[src/hdl/rdh_cfg.svh]
// Offsets, fields, reset values and counts of the ring DMA block.
// Assumes inclusion by bare name.
`ifndef RDH_CFG_SVH
`define RDH_CFG_SVH
`define RDH_OFF_CTRL    4'h0
`define RDH_OFF_HDRLEN  4'h1
`define RDH_OFF_RXTYPE4 4'h2
`define RDH_OFF_RXTYPE5 4'h3
`define RDH_OFF_MACRX   4'h4
`define RDH_OFF_PCFGA   4'h5
`define RDH_OFF_ACCESS  4'h6
`define RDH_OFF_MASK1   4'h7
`define RDH_OFF_MASK2   4'h8
`define RDH_OFF_STAT1   4'h9
`define RDH_OFF_STAT2   4'ha
`define RDH_OFF_PSTATE  4'hb
`define RDH_STAT1_RST   32'h0000_3000
`define RDH_STAT2_RST   32'hcf00_0000
`define RDH_S1_RXC      10
`define RDH_S1_CDN      13
`define RDH_S1_IER      25
`define RDH_S2_DXC      16
`define RDH_S2_DNR      24
`define RDH_CTRL_SPLIT  3
`define RDH_CTRL_DEFER  4
`define RDH_PCFG_PAR    0
`define RDH_CHUNK_WORDS 7'h40
`define RDH_WORD_BYTES  14'h0004
`endif

[src/hdl/rdh_pkg.sv]
// Types shared by the ring DMA and header split block.
// Assumes nothing of its surroundings.
package rdh_pkg;
   typedef enum logic [2:0] {D_IDLE, D_FETCH, D_MOVE, D_CHUNK, D_DIND, D_SIND} rdh_dma_e;
   typedef enum logic [2:0] {R_IDLE, R_HDR, R_DATA, R_DROP, R_HIND} rdh_rx_e;
   typedef struct packed {
      logic        wr;
      logic [3:0]  addr;
      logic [31:0] wdata;
   } rdh_ctl_s;
   typedef struct packed {
      logic [1:0]  kind;   // 0 destination, 1 source, 2 command register
      logic [2:0]  ring;
      logic [13:0] left;
   } rdh_dind_s;
   typedef struct packed {
      logic       split;
      logic       first;
      logic       last;
      logic       err;
      logic [2:0] chan;
   } rdh_rind_s;
endpackage : rdh_pkg

[src/hdl/ring_dma_header_split.sv]
// Ring DMA, receive header split and status registers.
// Assumes memory ports and MAC share the clock.
// Notes on behaviour
// RL1 - Destination ring ready only via ready access
// RL2 - Per-ring length, parity, either port
// RL3 - First DMA descriptor fetches one destination
// RL4 - Data moves in 256-byte chunks
// RL5 - Full buffer writes indication, fetches next
// RL6 - Completion goes into last source descriptor
// RL7 - Command DMA carries one descriptor, 8K
// RL8 - Command done sets flag and interrupt
// RL9 - Split header always to channel four
// RL10 - Remainder to selected channel, split flagged
// RL11 - Header indication immediate or deferred
// RL12 - Abort after header gives data error
// RL13 - Header indication sets channel four complete
// RL14 - Control registers reset to zero
// RL15 - Free and done flags reset set
// RL16 - Destination not-ready flags reset set, rings 4 and 5 clear
// RL17 - Masks cleared, ports idle after reset
// RL18 - Port A config sets chip parity
// RL19 - Type filter: abort, ring four or ring five
// RL20 - No allocation check, overrun flags error
// RL21 - Software enables MAC receive last
// RL22 - Ring ready starts descriptor reads at once
`include "rdh_cfg.svh"
`timescale 1ns/10ps
`default_nettype none
module ring_dma_header_split (
   input  wire logic              clk,
   input  wire logic              reset,
   input  wire rdh_pkg::rdh_ctl_s ctl,
   output logic [31:0]            ctlRdata,
   output logic                   irq,
   output logic                   parityEn,
   input  wire logic              dmaStart,
   input  wire logic              dmaCmd,
   input  wire logic [2:0]        dmaRing,
   input  wire logic [13:0]       dmaLen,
   output logic                   dmaBusy,
   output logic                   dstReq,
   input  wire logic              dstValid,
   input  wire logic              dstOk,
   input  wire logic [13:0]       dstBufLen,
   input  wire logic [31:0]       srcData,
   input  wire logic              srcValid,
   output logic                   srcReady,
   output logic [31:0]            dstData,
   output logic                   dstDataValid,
   input  wire logic              dstDataReady,
   output logic                   indValid,
   output rdh_pkg::rdh_dind_s     ind,
   input  wire logic              rxValid,
   input  wire logic              rxFirst,
   input  wire logic              rxLast,
   input  wire logic              rxAbort,
   input  wire logic [2:0]        rxType,
   input  wire logic [31:0]       rxData,
   output logic                   rxOutValid,
   output logic                   rxOutChan,
   output logic [31:0]            rxOutData,
   output logic                   rxIndValid,
   output rdh_pkg::rdh_rind_s     rxInd,
   output logic                   rxAbortMac,
   input  wire logic              memOverrun
);
   // Counts drop a word at a time, floored at zero.
   function automatic logic [13:0] sub4(input logic [13:0] x);
      sub4 = (x > `RDH_WORD_BYTES) ? x - `RDH_WORD_BYTES : 14'h0000;
   endfunction : sub4

   logic [31:0] ctrlReg, ctrlNext, hdrLenReg, hdrLenNext, typ4Reg, typ4Next, typ5Reg, typ5Next;
   logic [31:0] macRxReg, macRxNext, pcfgReg, pcfgNext, mask1Reg, mask1Next, mask2Reg, mask2Next;
   logic [31:0] s1Reg, s1Next, s2Reg, s2Next, set1, set2, rdNext;
   logic        irqNext;
   rdh_pkg::rdh_dma_e dmaReg, dmaNext;
   logic [13:0] bytesReg, bytesNext, bufReg, bufNext;
   logic [6:0]  chunkReg, chunkNext;
   logic        cmdReg, cmdNext, reqNext, rdyNext, indVNext;
   logic [2:0]  ringReg, ringNext;
   rdh_pkg::rdh_dind_s indNext;
   logic        skVReg, skVNext, outVNext, take;
   logic [31:0] skDReg, skDNext, outDNext;
   rdh_pkg::rdh_rx_e rxReg, rxNext;
   logic [13:0] hdrLeftReg, hdrLeftNext;
   logic        chanReg, chanNext, oVNext, oChNext, riVNext, abNext, en4, en5;
   logic [31:0] oDNext;
   rdh_pkg::rdh_rind_s riNext;

   // Control and status registers; a hardware set beats a clear.
   always_comb begin
      ctrlNext = ctrlReg;
      hdrLenNext = hdrLenReg;
      typ4Next = typ4Reg;
      typ5Next = typ5Reg;
      macRxNext = macRxReg;
      pcfgNext = pcfgReg;
      mask1Next = mask1Reg;
      mask2Next = mask2Reg;
      s1Next = s1Reg;
      s2Next = s2Reg;
      if (ctl.wr) begin
         case (ctl.addr)
            `RDH_OFF_CTRL:    ctrlNext = ctl.wdata;
            `RDH_OFF_HDRLEN:  hdrLenNext = ctl.wdata;
            `RDH_OFF_RXTYPE4: typ4Next = ctl.wdata;
            `RDH_OFF_RXTYPE5: typ5Next = ctl.wdata;
            `RDH_OFF_MACRX:   macRxNext = ctl.wdata;
            `RDH_OFF_PCFGA:   pcfgNext = ctl.wdata;
            `RDH_OFF_MASK1:   mask1Next = ctl.wdata;
            `RDH_OFF_MASK2:   mask2Next = ctl.wdata;
            `RDH_OFF_STAT1:   s1Next = s1Reg & ~ctl.wdata;
            `RDH_OFF_STAT2:   s2Next = s2Reg & ~{8'h0, ctl.wdata[23:0]};
            // RL1 ready access clears
            `RDH_OFF_ACCESS:  s2Next = s2Reg & ~{ctl.wdata[7:0], 24'h0};
            default:          s2Next = s2Reg;
         endcase
      end
      // RL8 command start clears done
      if (dmaReg == rdh_pkg::D_IDLE && dmaStart && dmaCmd) begin
         s1Next[`RDH_S1_CDN] = 1'b0;
      end
      s1Next = s1Next | set1;
      s2Next = s2Next | set2;
      case (ctl.addr)
         `RDH_OFF_CTRL:    rdNext = ctrlReg;
         `RDH_OFF_HDRLEN:  rdNext = hdrLenReg;
         `RDH_OFF_RXTYPE4: rdNext = typ4Reg;
         `RDH_OFF_RXTYPE5: rdNext = typ5Reg;
         `RDH_OFF_MACRX:   rdNext = macRxReg;
         `RDH_OFF_PCFGA:   rdNext = pcfgReg;
         `RDH_OFF_MASK1:   rdNext = mask1Reg;
         `RDH_OFF_MASK2:   rdNext = mask2Reg;
         `RDH_OFF_STAT1:   rdNext = s1Reg;
         `RDH_OFF_STAT2:   rdNext = s2Reg;
         default:          rdNext = 32'h0; // RL17 port state idle
      endcase
      irqNext = |(s1Reg & mask1Reg) | |(s2Reg & mask2Reg);
   end

   // RL14 control clear, RL15 primary flags, RL16 not-ready set
   always_ff @(posedge clk or posedge reset) begin
      if (reset) begin
         ctrlReg <= 32'h0;
         hdrLenReg <= 32'h0;
         typ4Reg <= 32'h0;
         typ5Reg <= 32'h0;
         macRxReg <= 32'h0;
         pcfgReg <= 32'h0;
         mask1Reg <= 32'h0;
         mask2Reg <= 32'h0;
         s1Reg <= `RDH_STAT1_RST;
         s2Reg <= `RDH_STAT2_RST;
         ctlRdata <= 32'h0;
         irq <= 1'b0;
         parityEn <= 1'b0;
      end else begin
         ctrlReg <= ctrlNext;
         hdrLenReg <= hdrLenNext;
         typ4Reg <= typ4Next;
         typ5Reg <= typ5Next;
         macRxReg <= macRxNext;
         pcfgReg <= pcfgNext;
         mask1Reg <= mask1Next;
         mask2Reg <= mask2Next;
         s1Reg <= s1Next;
         s2Reg <= s2Next;
         ctlRdata <= rdNext;
         irq <= irqNext;
         // RL18 port A parity
         parityEn <= pcfgNext[`RDH_PCFG_PAR];
      end
   end

   // DMA sequencer and two-entry skid buffer.
   always_comb begin
      dmaNext = dmaReg;
      bytesNext = bytesReg;
      bufNext = bufReg;
      chunkNext = chunkReg;
      cmdNext = cmdReg;
      ringNext = ringReg;
      indVNext = 1'b0;
      indNext = '0;
      set1 = 32'h0;
      set2 = 32'h0;
      take = srcValid && srcReady;
      case (dmaReg)
         rdh_pkg::D_IDLE: begin
            // RL7 one descriptor per command
            if (dmaStart) begin
               dmaNext = rdh_pkg::D_FETCH;
               bytesNext = dmaLen;
               cmdNext = dmaCmd;
               ringNext = dmaRing;
            end
         end
         // RL3 single destination fetch
         rdh_pkg::D_FETCH: begin
            if (dstValid && dstReq) begin
               if (dstOk) begin
                  bufNext = dstBufLen;
                  chunkNext = 7'h00;
                  dmaNext = rdh_pkg::D_MOVE;
               end else begin
                  // RL1 invalid descriptor
                  set2[`RDH_S2_DNR + ringReg] = 1'b1;
               end
            end
         end
         // RL4 chunk accounting
         rdh_pkg::D_MOVE: begin
            if (take) begin
               bytesNext = sub4(bytesReg);
               bufNext = sub4(bufReg);
               chunkNext = chunkReg + 7'h01;
               if (bytesNext == 14'h0000 || bufNext == 14'h0000) begin
                  dmaNext = rdh_pkg::D_DIND;
               end else if (chunkNext == `RDH_CHUNK_WORDS) begin
                  dmaNext = rdh_pkg::D_CHUNK;
               end
            end
         end
         rdh_pkg::D_CHUNK: begin
            chunkNext = 7'h00;
            dmaNext = rdh_pkg::D_MOVE;
         end
         // RL5 destination indication
         rdh_pkg::D_DIND: begin
            indVNext = 1'b1;
            indNext = '{kind: 2'h0, ring: ringReg, left: bufReg};
            set2[`RDH_S2_DXC + ringReg] = 1'b1;
            dmaNext = (bytesReg != 14'h0000) ? rdh_pkg::D_FETCH : rdh_pkg::D_SIND;
         end
         // RL6 source completion
         rdh_pkg::D_SIND: begin
            indVNext = 1'b1;
            indNext = '{kind: cmdReg ? 2'h2 : 2'h1, ring: ringReg, left: 14'h0000};
            // RL8 command done
            set1[`RDH_S1_CDN] = cmdReg;
            dmaNext = rdh_pkg::D_IDLE;
         end
         default: dmaNext = rdh_pkg::D_IDLE;
      endcase
      // RL22 fetch as soon as ready
      reqNext = (dmaNext == rdh_pkg::D_FETCH) && !s2Next[`RDH_S2_DNR + ringNext];
      outVNext = dstDataValid;
      outDNext = dstData;
      skVNext = skVReg;
      skDNext = skDReg;
      if (!dstDataValid || dstDataReady) begin
         outVNext = skVReg || take;
         outDNext = skVReg ? skDReg : srcData;
         skVNext = skVReg && take;
         skDNext = srcData;
      end else if (take) begin
         skVNext = 1'b1;
         skDNext = srcData;
      end
      rdyNext = !skVNext && (dmaNext == rdh_pkg::D_MOVE);
      // RL20 overrun flags error
      set1[`RDH_S1_IER] = memOverrun;
      if (riVNext) begin
         // RL13 receive complete
         set1[`RDH_S1_RXC + {31'h0, riNext.chan[0]}] = 1'b1;
      end
   end

   always_ff @(posedge clk or posedge reset) begin
      if (reset) begin
         dmaReg <= rdh_pkg::D_IDLE;
         bytesReg <= 14'h0000;
         bufReg <= 14'h0000;
         chunkReg <= 7'h00;
         cmdReg <= 1'b0;
         ringReg <= 3'h0;
         dmaBusy <= 1'b0;
         dstReq <= 1'b0;
         srcReady <= 1'b0;
         indValid <= 1'b0;
         ind <= '0;
         skVReg <= 1'b0;
         skDReg <= 32'h0;
         dstDataValid <= 1'b0;
         dstData <= 32'h0;
      end else begin
         dmaReg <= dmaNext;
         bytesReg <= bytesNext;
         bufReg <= bufNext;
         chunkReg <= chunkNext;
         cmdReg <= cmdNext;
         ringReg <= ringNext;
         dmaBusy <= dmaNext != rdh_pkg::D_IDLE;
         dstReq <= reqNext;
         srcReady <= rdyNext;
         indValid <= indVNext;
         ind <= indNext;
         skVReg <= skVNext;
         skDReg <= skDNext;
         dstDataValid <= outVNext;
         dstData <= outDNext;
      end
   end

   // Receive steering with header split. The MAC must leave one idle cycle after a deferred frame.
   always_comb begin
      rxNext = rxReg;
      hdrLeftNext = hdrLeftReg;
      chanNext = chanReg;
      oVNext = 1'b0;
      oChNext = chanReg;
      oDNext = rxData;
      riVNext = 1'b0;
      riNext = '0;
      abNext = 1'b0;
      en4 = typ4Reg[rxType];
      en5 = typ5Reg[rxType];
      case (rxReg)
         rdh_pkg::R_IDLE: begin
            if (rxValid && rxFirst) begin
               // RL19 type filter
               if (!en4 && !en5) begin
                  abNext = 1'b1;
                  rxNext = rxLast ? rdh_pkg::R_IDLE : rdh_pkg::R_DROP;
               end else begin
                  chanNext = !en4;
                  hdrLeftNext = sub4(hdrLenReg[13:0]);
                  oVNext = 1'b1;
                  if (ctrlReg[`RDH_CTRL_SPLIT]) begin
                     // RL9 header to channel four
                     oChNext = 1'b0;
                     if (rxLast || hdrLeftNext == 14'h0000) begin
                        riVNext = rxLast || !ctrlReg[`RDH_CTRL_DEFER];
                        riNext = '{split: 1'b1, first: 1'b1, last: 1'b1, err: 1'b0, chan: 3'h4};
                        rxNext = rxLast ? rdh_pkg::R_IDLE : rdh_pkg::R_DATA;
                     end else begin
                        rxNext = rdh_pkg::R_HDR;
                     end
                  end else begin
                     oChNext = !en4;
                     riVNext = rxLast;
                     riNext = '{split: 1'b0, first: 1'b1, last: 1'b1, err: 1'b0, chan: {2'h2, !en4}};
                     rxNext = rxLast ? rdh_pkg::R_IDLE : rdh_pkg::R_DATA;
                  end
               end
            end
         end
         rdh_pkg::R_HDR: begin
            if (rxAbort) begin
               rxNext = rdh_pkg::R_IDLE;
            end else if (rxValid) begin
               oVNext = 1'b1;
               oChNext = 1'b0;
               hdrLeftNext = sub4(hdrLeftReg);
               if (rxLast || hdrLeftNext == 14'h0000) begin
                  // RL11 immediate or held
                  riVNext = rxLast || !ctrlReg[`RDH_CTRL_DEFER];
                  riNext = '{split: 1'b1, first: 1'b1, last: 1'b1, err: 1'b0, chan: 3'h4};
                  rxNext = rxLast ? rdh_pkg::R_IDLE : rdh_pkg::R_DATA;
               end
            end
         end
         rdh_pkg::R_DATA: begin
            if (rxAbort || (rxValid && rxLast)) begin
               // RL10 remainder indication, RL12 abort error
               riVNext = 1'b1;
               riNext = '{split: ctrlReg[`RDH_CTRL_SPLIT], first: 1'b1, last: 1'b1,
                          err: rxAbort, chan: {2'h2, chanReg}};
               rxNext = (ctrlReg[`RDH_CTRL_SPLIT] && ctrlReg[`RDH_CTRL_DEFER]) ? rdh_pkg::R_HIND
                                                                               : rdh_pkg::R_IDLE;
            end
            oVNext = rxValid && !rxAbort;
         end
         rdh_pkg::R_DROP: begin
            if (rxAbort || (rxValid && rxLast)) begin
               rxNext = rdh_pkg::R_IDLE;
            end
         end
         rdh_pkg::R_HIND: begin
            // RL11 deferred header indication
            riVNext = 1'b1;
            riNext = '{split: 1'b1, first: 1'b1, last: 1'b1, err: 1'b0, chan: 3'h4};
            rxNext = rdh_pkg::R_IDLE;
         end
         default: rxNext = rdh_pkg::R_IDLE;
      endcase
   end

   always_ff @(posedge clk or posedge reset) begin
      if (reset) begin
         rxReg <= rdh_pkg::R_IDLE;
         hdrLeftReg <= 14'h0000;
         chanReg <= 1'b0;
         rxOutValid <= 1'b0;
         rxOutChan <= 1'b0;
         rxOutData <= 32'h0;
         rxIndValid <= 1'b0;
         rxInd <= '0;
         rxAbortMac <= 1'b0;
      end else begin
         rxReg <= rxNext;
         hdrLeftReg <= hdrLeftNext;
         chanReg <= chanNext;
         rxOutValid <= oVNext;
         rxOutChan <= oChNext;
         rxOutData <= oDNext;
         rxIndValid <= riVNext;
         rxInd <= riNext;
         rxAbortMac <= abNext;
      end
   end
endmodule : ring_dma_header_split
`default_nettype wire

[config.mk]
export PLATFORM = sky130hd
export DESIGN_NAME = ring_dma_header_split
export DESIGN_NICKNAME = d
export VERILOG_FILES = /design/src/hdl/rdh_pkg.sv /design/src/hdl/ring_dma_header_split.sv
export VERILOG_INCLUDE_DIRS = /design/src /design/src/hdl
export SDC_FILE = /design/constraint.sdc
export NUM_CORES = 1
export LEC_CHECK = 0
export ABC_AREA = 1
export BUFFER_PORTS_ARGS = -buffer_cell sky130_fd_sc_hd__buf_2
export CAP_MARGIN = 20
export CORE_UTILIZATION = 55
export DETAILED_ROUTE_END_ITERATION = 12
export GPL_ROUTABILITY_DRIVEN = 0
export PLACE_DENSITY = 0.86
export SLEW_MARGIN = 20
export SYNTH_ARGS = -nofsm -noshare
export SYNTH_HDL_FRONTEND = slang
export SYNTH_SLANG_ARGS = --single-unit
export TNS_END_PERCENT = 30
[constraint.sdc]
create_clock -name clk -period 31.8 [get_ports clk]
set_input_delay 3.18 -clock clk [delete_from_list [all_inputs] [get_ports clk]]
set_output_delay 3.18 -clock clk [all_outputs]
set_load 0.005 [all_outputs]
# == Yosys cells after proc, flatten, opt, wreduce, memory -nomap -nowiden ==
# Cells that the tools add are included.
# totals
regBits,545
latch_bits,0
ramBits,0
rom_bits,0
elab_cells,278
mem_count,0
# op_classes
n_addsub,9
mul,0
div,0
order_cmp,12
n_eq_ne,34
shift,0
n_mux,106
bitwise_logic,13
reduce_logical,61
# ops
cell,count
$pmux 32 s10,1
$mux 32,9
$mux 14,13
$and 32x32->32,5
$pmux 32 s2,2
$pmux 14 s2,3
$mux 7,11
$not 32->32,2
$or 32x32->32,2
$reduce_or 32->1,2
$gt 14x3->1 const B,4
$logic_not 14->1,4
$sub 14x3->14 const B,4
$mux 3,18
$pmux 19 s2,1
$not 24->32,1
$or 26x32->32,1
$mux 1,31
$pmux 7 s4,1
$pmux 7 s3,1
$ne 2x2->1 const B,10
$add 5x3->6 const A,3
$lt 6x6->1 const B,3
$reduce_and 2->1,9
38 further kinds,94

# == Depth between registers and ports, before layout ==
# logic_depth
depth_word,17
ltp_mapped,17
ltp_nobuf,17

# == Worst setup path before layout ==
# OpenSTA, ideal clock, no wires.
# synth_timing
path_kind,input to register
from,input rxType[0]
to,register hdrLeftReg[2]
setup_time_ps,127
t_arrival_ps,4412
required_time_ps,31673
setup_slack_ps,27261
cell_stages,14
n_path_buf,2
path_cell_list,buf_4 -> inv_2 -> a21oi_1 -> o21ai_0 -> nand2_1 -> nand2_1 -> o21ai_1 -> nor2_2 -> nor2_4 -> o21bai_2 -> inv_2 -> buf_4 -> nand2_1 -> o21ai_0
# synth_between
elab_chain_cells,6
# synth_rtl
element,line,rtl
"start, declared",ring_dma_header_split.sv:57,"input wire logic [2:0] rxType,"
"$bmux 1 s3, on equally long branches","ring_dma_header_split.sv:316, ring_dma_header_split.sv:317",
"$mux 1, on equally long branches","ring_dma_header_split.sv:316, ring_dma_header_split.sv:317",
$logic_not 1->1,ring_dma_header_split.sv:322,if (!en4 && !en5) begin
$logic_and 1x1->1 (*),ring_dma_header_split.sv:322,
$ne 2x2->1 (no source line) (*),--,
$reduce_and 5->1 (no source line) (*),--,
"end signal, assigned",ring_dma_header_split.sv:402,hdrLeftReg <= hdrLeftNext;
"end, declared",ring_dma_header_split.sv:85,"logic [13:0] hdrLeftReg, hdrLeftNext;"
# Mark *: on every way between the ends. The rest lies on a longest branch, timed or not. The select of a mux whose other input is x is not followed.
# A chain may end at the register's enable or synchronous reset.

# == Final worst setup path ==
# layout_timing
from,input ctl[32] (netlist name)
to,register s1Reg[10]
# layout_between
elab_chain_cells,4
# layout_rtl
element,line,rtl
"start, declared",ring_dma_header_split.sv:32,"input wire rdh_pkg::rdh_ctl_s ctl,"
$eq 4x4->1,ring_dma_header_split.sv:103,case (ctl.addr)
$mux 32,ring_dma_header_split.sv:103,
$mux 32,ring_dma_header_split.sv:102,if (ctl.wr) begin
$or 32x32->32,ring_dma_header_split.sv:123,s1Next = s1Next | set1;
net s1Next[10],ring_dma_header_split.sv:74,"logic [31:0] s1Reg, s1Next, s2Reg, s2Next, set1, set2, rdNext;"
"end signal, assigned",ring_dma_header_split.sv:152,s1Reg <= `RDH_STAT1_RST;
"end signal, assigned",ring_dma_header_split.sv:166,s1Reg <= s1Next;
"end, declared",ring_dma_header_split.sv:74,
# The timed path passes the listed nets, and every way through them passes these cells.

==> results.py <==
metrics = {
    "synth": {
        "yosysMostFrequentCell": "nand2_1",
        "syn_nets": 2775,
        "synth-edff-count": 0,
        "yosysUniqueCellTypes": 50,
        "synth_area_um2": 23700,
        "ys_seq_area_frac": 0.574,
        "async_flop_share": 1.00,
        "synthTopCellsByCount": "nand2_1 (588), dfrtp_1 (534), o21ai_0 (376)",
        "ys_ff_latch": 542,
        "synth_top_cell_area_share": 0.565,
        "yosysWarnings": 0,
        "avgSynthCellArea_um2": 9.04,
        "ys.flop_type": "dfrtp_1",
        "synth_top_area_cell": "dfrtp_1",
        "syn_inst": 2618,
        "synth_area_leaders": "dfrtp_1 (56%), nand2_1 (9.3%), o21ai_0 (8.0%), inv_1 (3.9%), a21oi_1 (3.4%)",
    },
    "critical_path": {
        "arrival_ps": 6490,
        "worst_setup_path_end_kind": "flop",
        "crit_type": "in2reg",
        "path_max_fanout": 28,
        "worst_setup_path_start_kind": "input port",
        "worstPathRequired_ps": 32290,
    },
    "floorplan": {
        "rows": 75,
        "pin_count": 281,
        "dieArea_um2": 43800,
        "core-area_um2": 42200,
        "start_util": 0.560,
        "die_w_um": 209,
        "dieHeight_um": 209,
    },
    "grt": {
        "grt_pass1_wl_um": 110000,
        "grt_pass1_vias": 20800,
        "antenna_found_initial": 10,
        "grt_max_degree": 193,
        "gr-usage-all-layers": 0.319,
        "gr-total-overflow": 0,
    },
    "cts": {
        "cts_root_buf": "clkbuf_16",
        "cts_buffers": 55,
        "clk_latency_ps": 620,
        "clk_path_buf_depth": 3,
        "post-cts-setup-buffer-count": 0,
        "clk_pin_slew_ps": 60,
        "ctsHoldBuffers": 0,
        "cts-resized-gates": 0,
        "htreeDepth": 2,
        "cts.sinks": 542,
        "cts_tree": "yes",
    },
    "routing": {
        "viasPerCell": 6.12,
        "wirelength_um": 69900,
        "drtPass1Iterations": 6,
        "antenna_left": 0,
        "via_count": 21100,
        "wl_per_cell_um": 20.3,
        "drc": 0,
        "drtIter0Drc": 2470,
    },
    "sta": {
        "setup_viol": 0,
        "maxSlewViolCount": 0,
        "worstMarginPinSlew_ps": 1080,
        "clock.fmax_ghz": 0.167,
        "rsz0062_at_grt": "false",
        "hold_viol_final": 0,
        "min_period_ps": 6000,
        "final.period_utilization": 0.189,
        "skew_ps": 21.0,
        "tns_ps": 0,
        "relSlewSlack": 0.276,
    },
    "run_status": {
        "outcome": "finished, final reports clean",
    },
    "final_layout": {
        "synthToLayoutAreaGrowth_pct": 15.8,
        "drive_gt1_frac": 0.173,
        "finalInstanceArea_um2": 27400,
        "fin_nets": 3016,
        "nFillCells": 3191,
    },
    "power_and_ir_drop": {
        "power_density_nw_per_um2": 79.7,
        "p_leak_nw": 13.5,
        "irDropWorstVdd_uv": 62.2,
    },
    "job": {
        "drv_cap": 0,
    },
    "placement": {
        "placed_area_um2": 25500,
        "port_buffers": 279,
        "hpwl_um": 45500,
    },
    "min_path": {
        "hp-class": "reg2reg",
    },
}
==> routing by layer <==
layer  global-route usage  wire, um  vias up  part of all wire
met5                    0        95        -            0.0014
met2                0.512     33000     1299              0.47
met1                0.413     26300    10200              0.38
li1                     -         -     9270                 -
met4                0.143      2930       14             0.042
met3               0.0780      7570      267              0.11
==> power by group <==
group | switching [mW] | internal [mW]
Sequential | 0.108 | 0.845
Combinational | 0.362 | 0.193
Clock | 0.276 | 0.399
Total | 0.747 | 1.44
==> kinds of logic after synthesis <==
group	synth area share
AOI/OAI and AO/OA	0.177
and+or+nand+nor	0.161
muxes	0.0152
other	0.000159
adders and majority gates	0.00476
buffers and inverters	0.0621
DFF	0.574
xor gates and xnor gates	0.00629
==> per-stage QoR <==
step           worst slack (ps)  total power [mW]  hold slack [ps]  cells   util
2_1_floorplan             13480              1.32              403   2618      -
3_3_place_gp              25370              1.46              416   3340  0.603
3_5_place_dp              25320              1.49              439   3340  0.603
4_1_cts                   25960              2.17              444   3441  0.648
5_1_grt                   25640              2.29              447   3442  0.649
6_report                  25800              2.18              443   3446  0.649
==> state kept, by name, summed over array words and instances (netlist names), 19 cells and up <==
| signal | flops |
|---|---|
| ctlRdata | 32 |
| ctrlReg | 32 |
| dstData | 32 |
| hdrLenReg | 32 |
| macRxReg | 32 |
| mask1Reg | 32 |
| mask2Reg | 32 |
| pcfgReg | 32 |
| rxOutData | 32 |
| s1Reg | 32 |
| s2Reg | 32 |
| skDReg | 32 |
| typ4Reg | 32 |
| typ5Reg | 32 |
| ind | 19 |
==> worst paths after layout <==
kind	end	slack [ps]	cells after the start	start
max in group asynchronous	skVReg	26660	4	reset
min in group asynchronous	rxOutData[13]	2720	2	reset
worst min-delay path	ind[17]	440	1	cmdReg
worst min register to register	ind[17]	440	1	cmdReg
worst max-delay path	s1Reg[10]	25800	11	ctl[32]
worst max register to register	bufReg[12]	29020	6	dmaReg[2]
==> layout by cell type (no fill, tap or decap), types with 51 or more instances in the layout <==
cell       count
a21oi_1      160
o21ai_0      376
nand3_1       84
dfrtp_1      533
buf_2        279
o22ai_1       51
nand2_1      580
nor2_1       135
clkbuf_16     56
inv_1        246
a221oi_1      58
==> worst max-delay path, cell delays in order <==
cell	delay, ps
buf_2	100
inv_1	50
nor2_1	100
inv_1	110
nor2_2	290
clkinv_1	880
nor2_2	1020
buf_4	370
inv_1	110
o21ai_0	180
nand2_1	70
==> layout make-up <==
class	count	area, um^2	area share
diodes	4	10.0	0.000365
repair buffers	301	1590	0.0579
well taps	539	674	0.0246
multi-input cells	1698	8680	0.317
clock inverters	20	282	0.0103
inverters	261	987	0.0360
flip-flops and latches	542	13600	0.496
clock buffers	81	1610	0.0586
No activity file was read; power rests on OpenSTA's default activity.
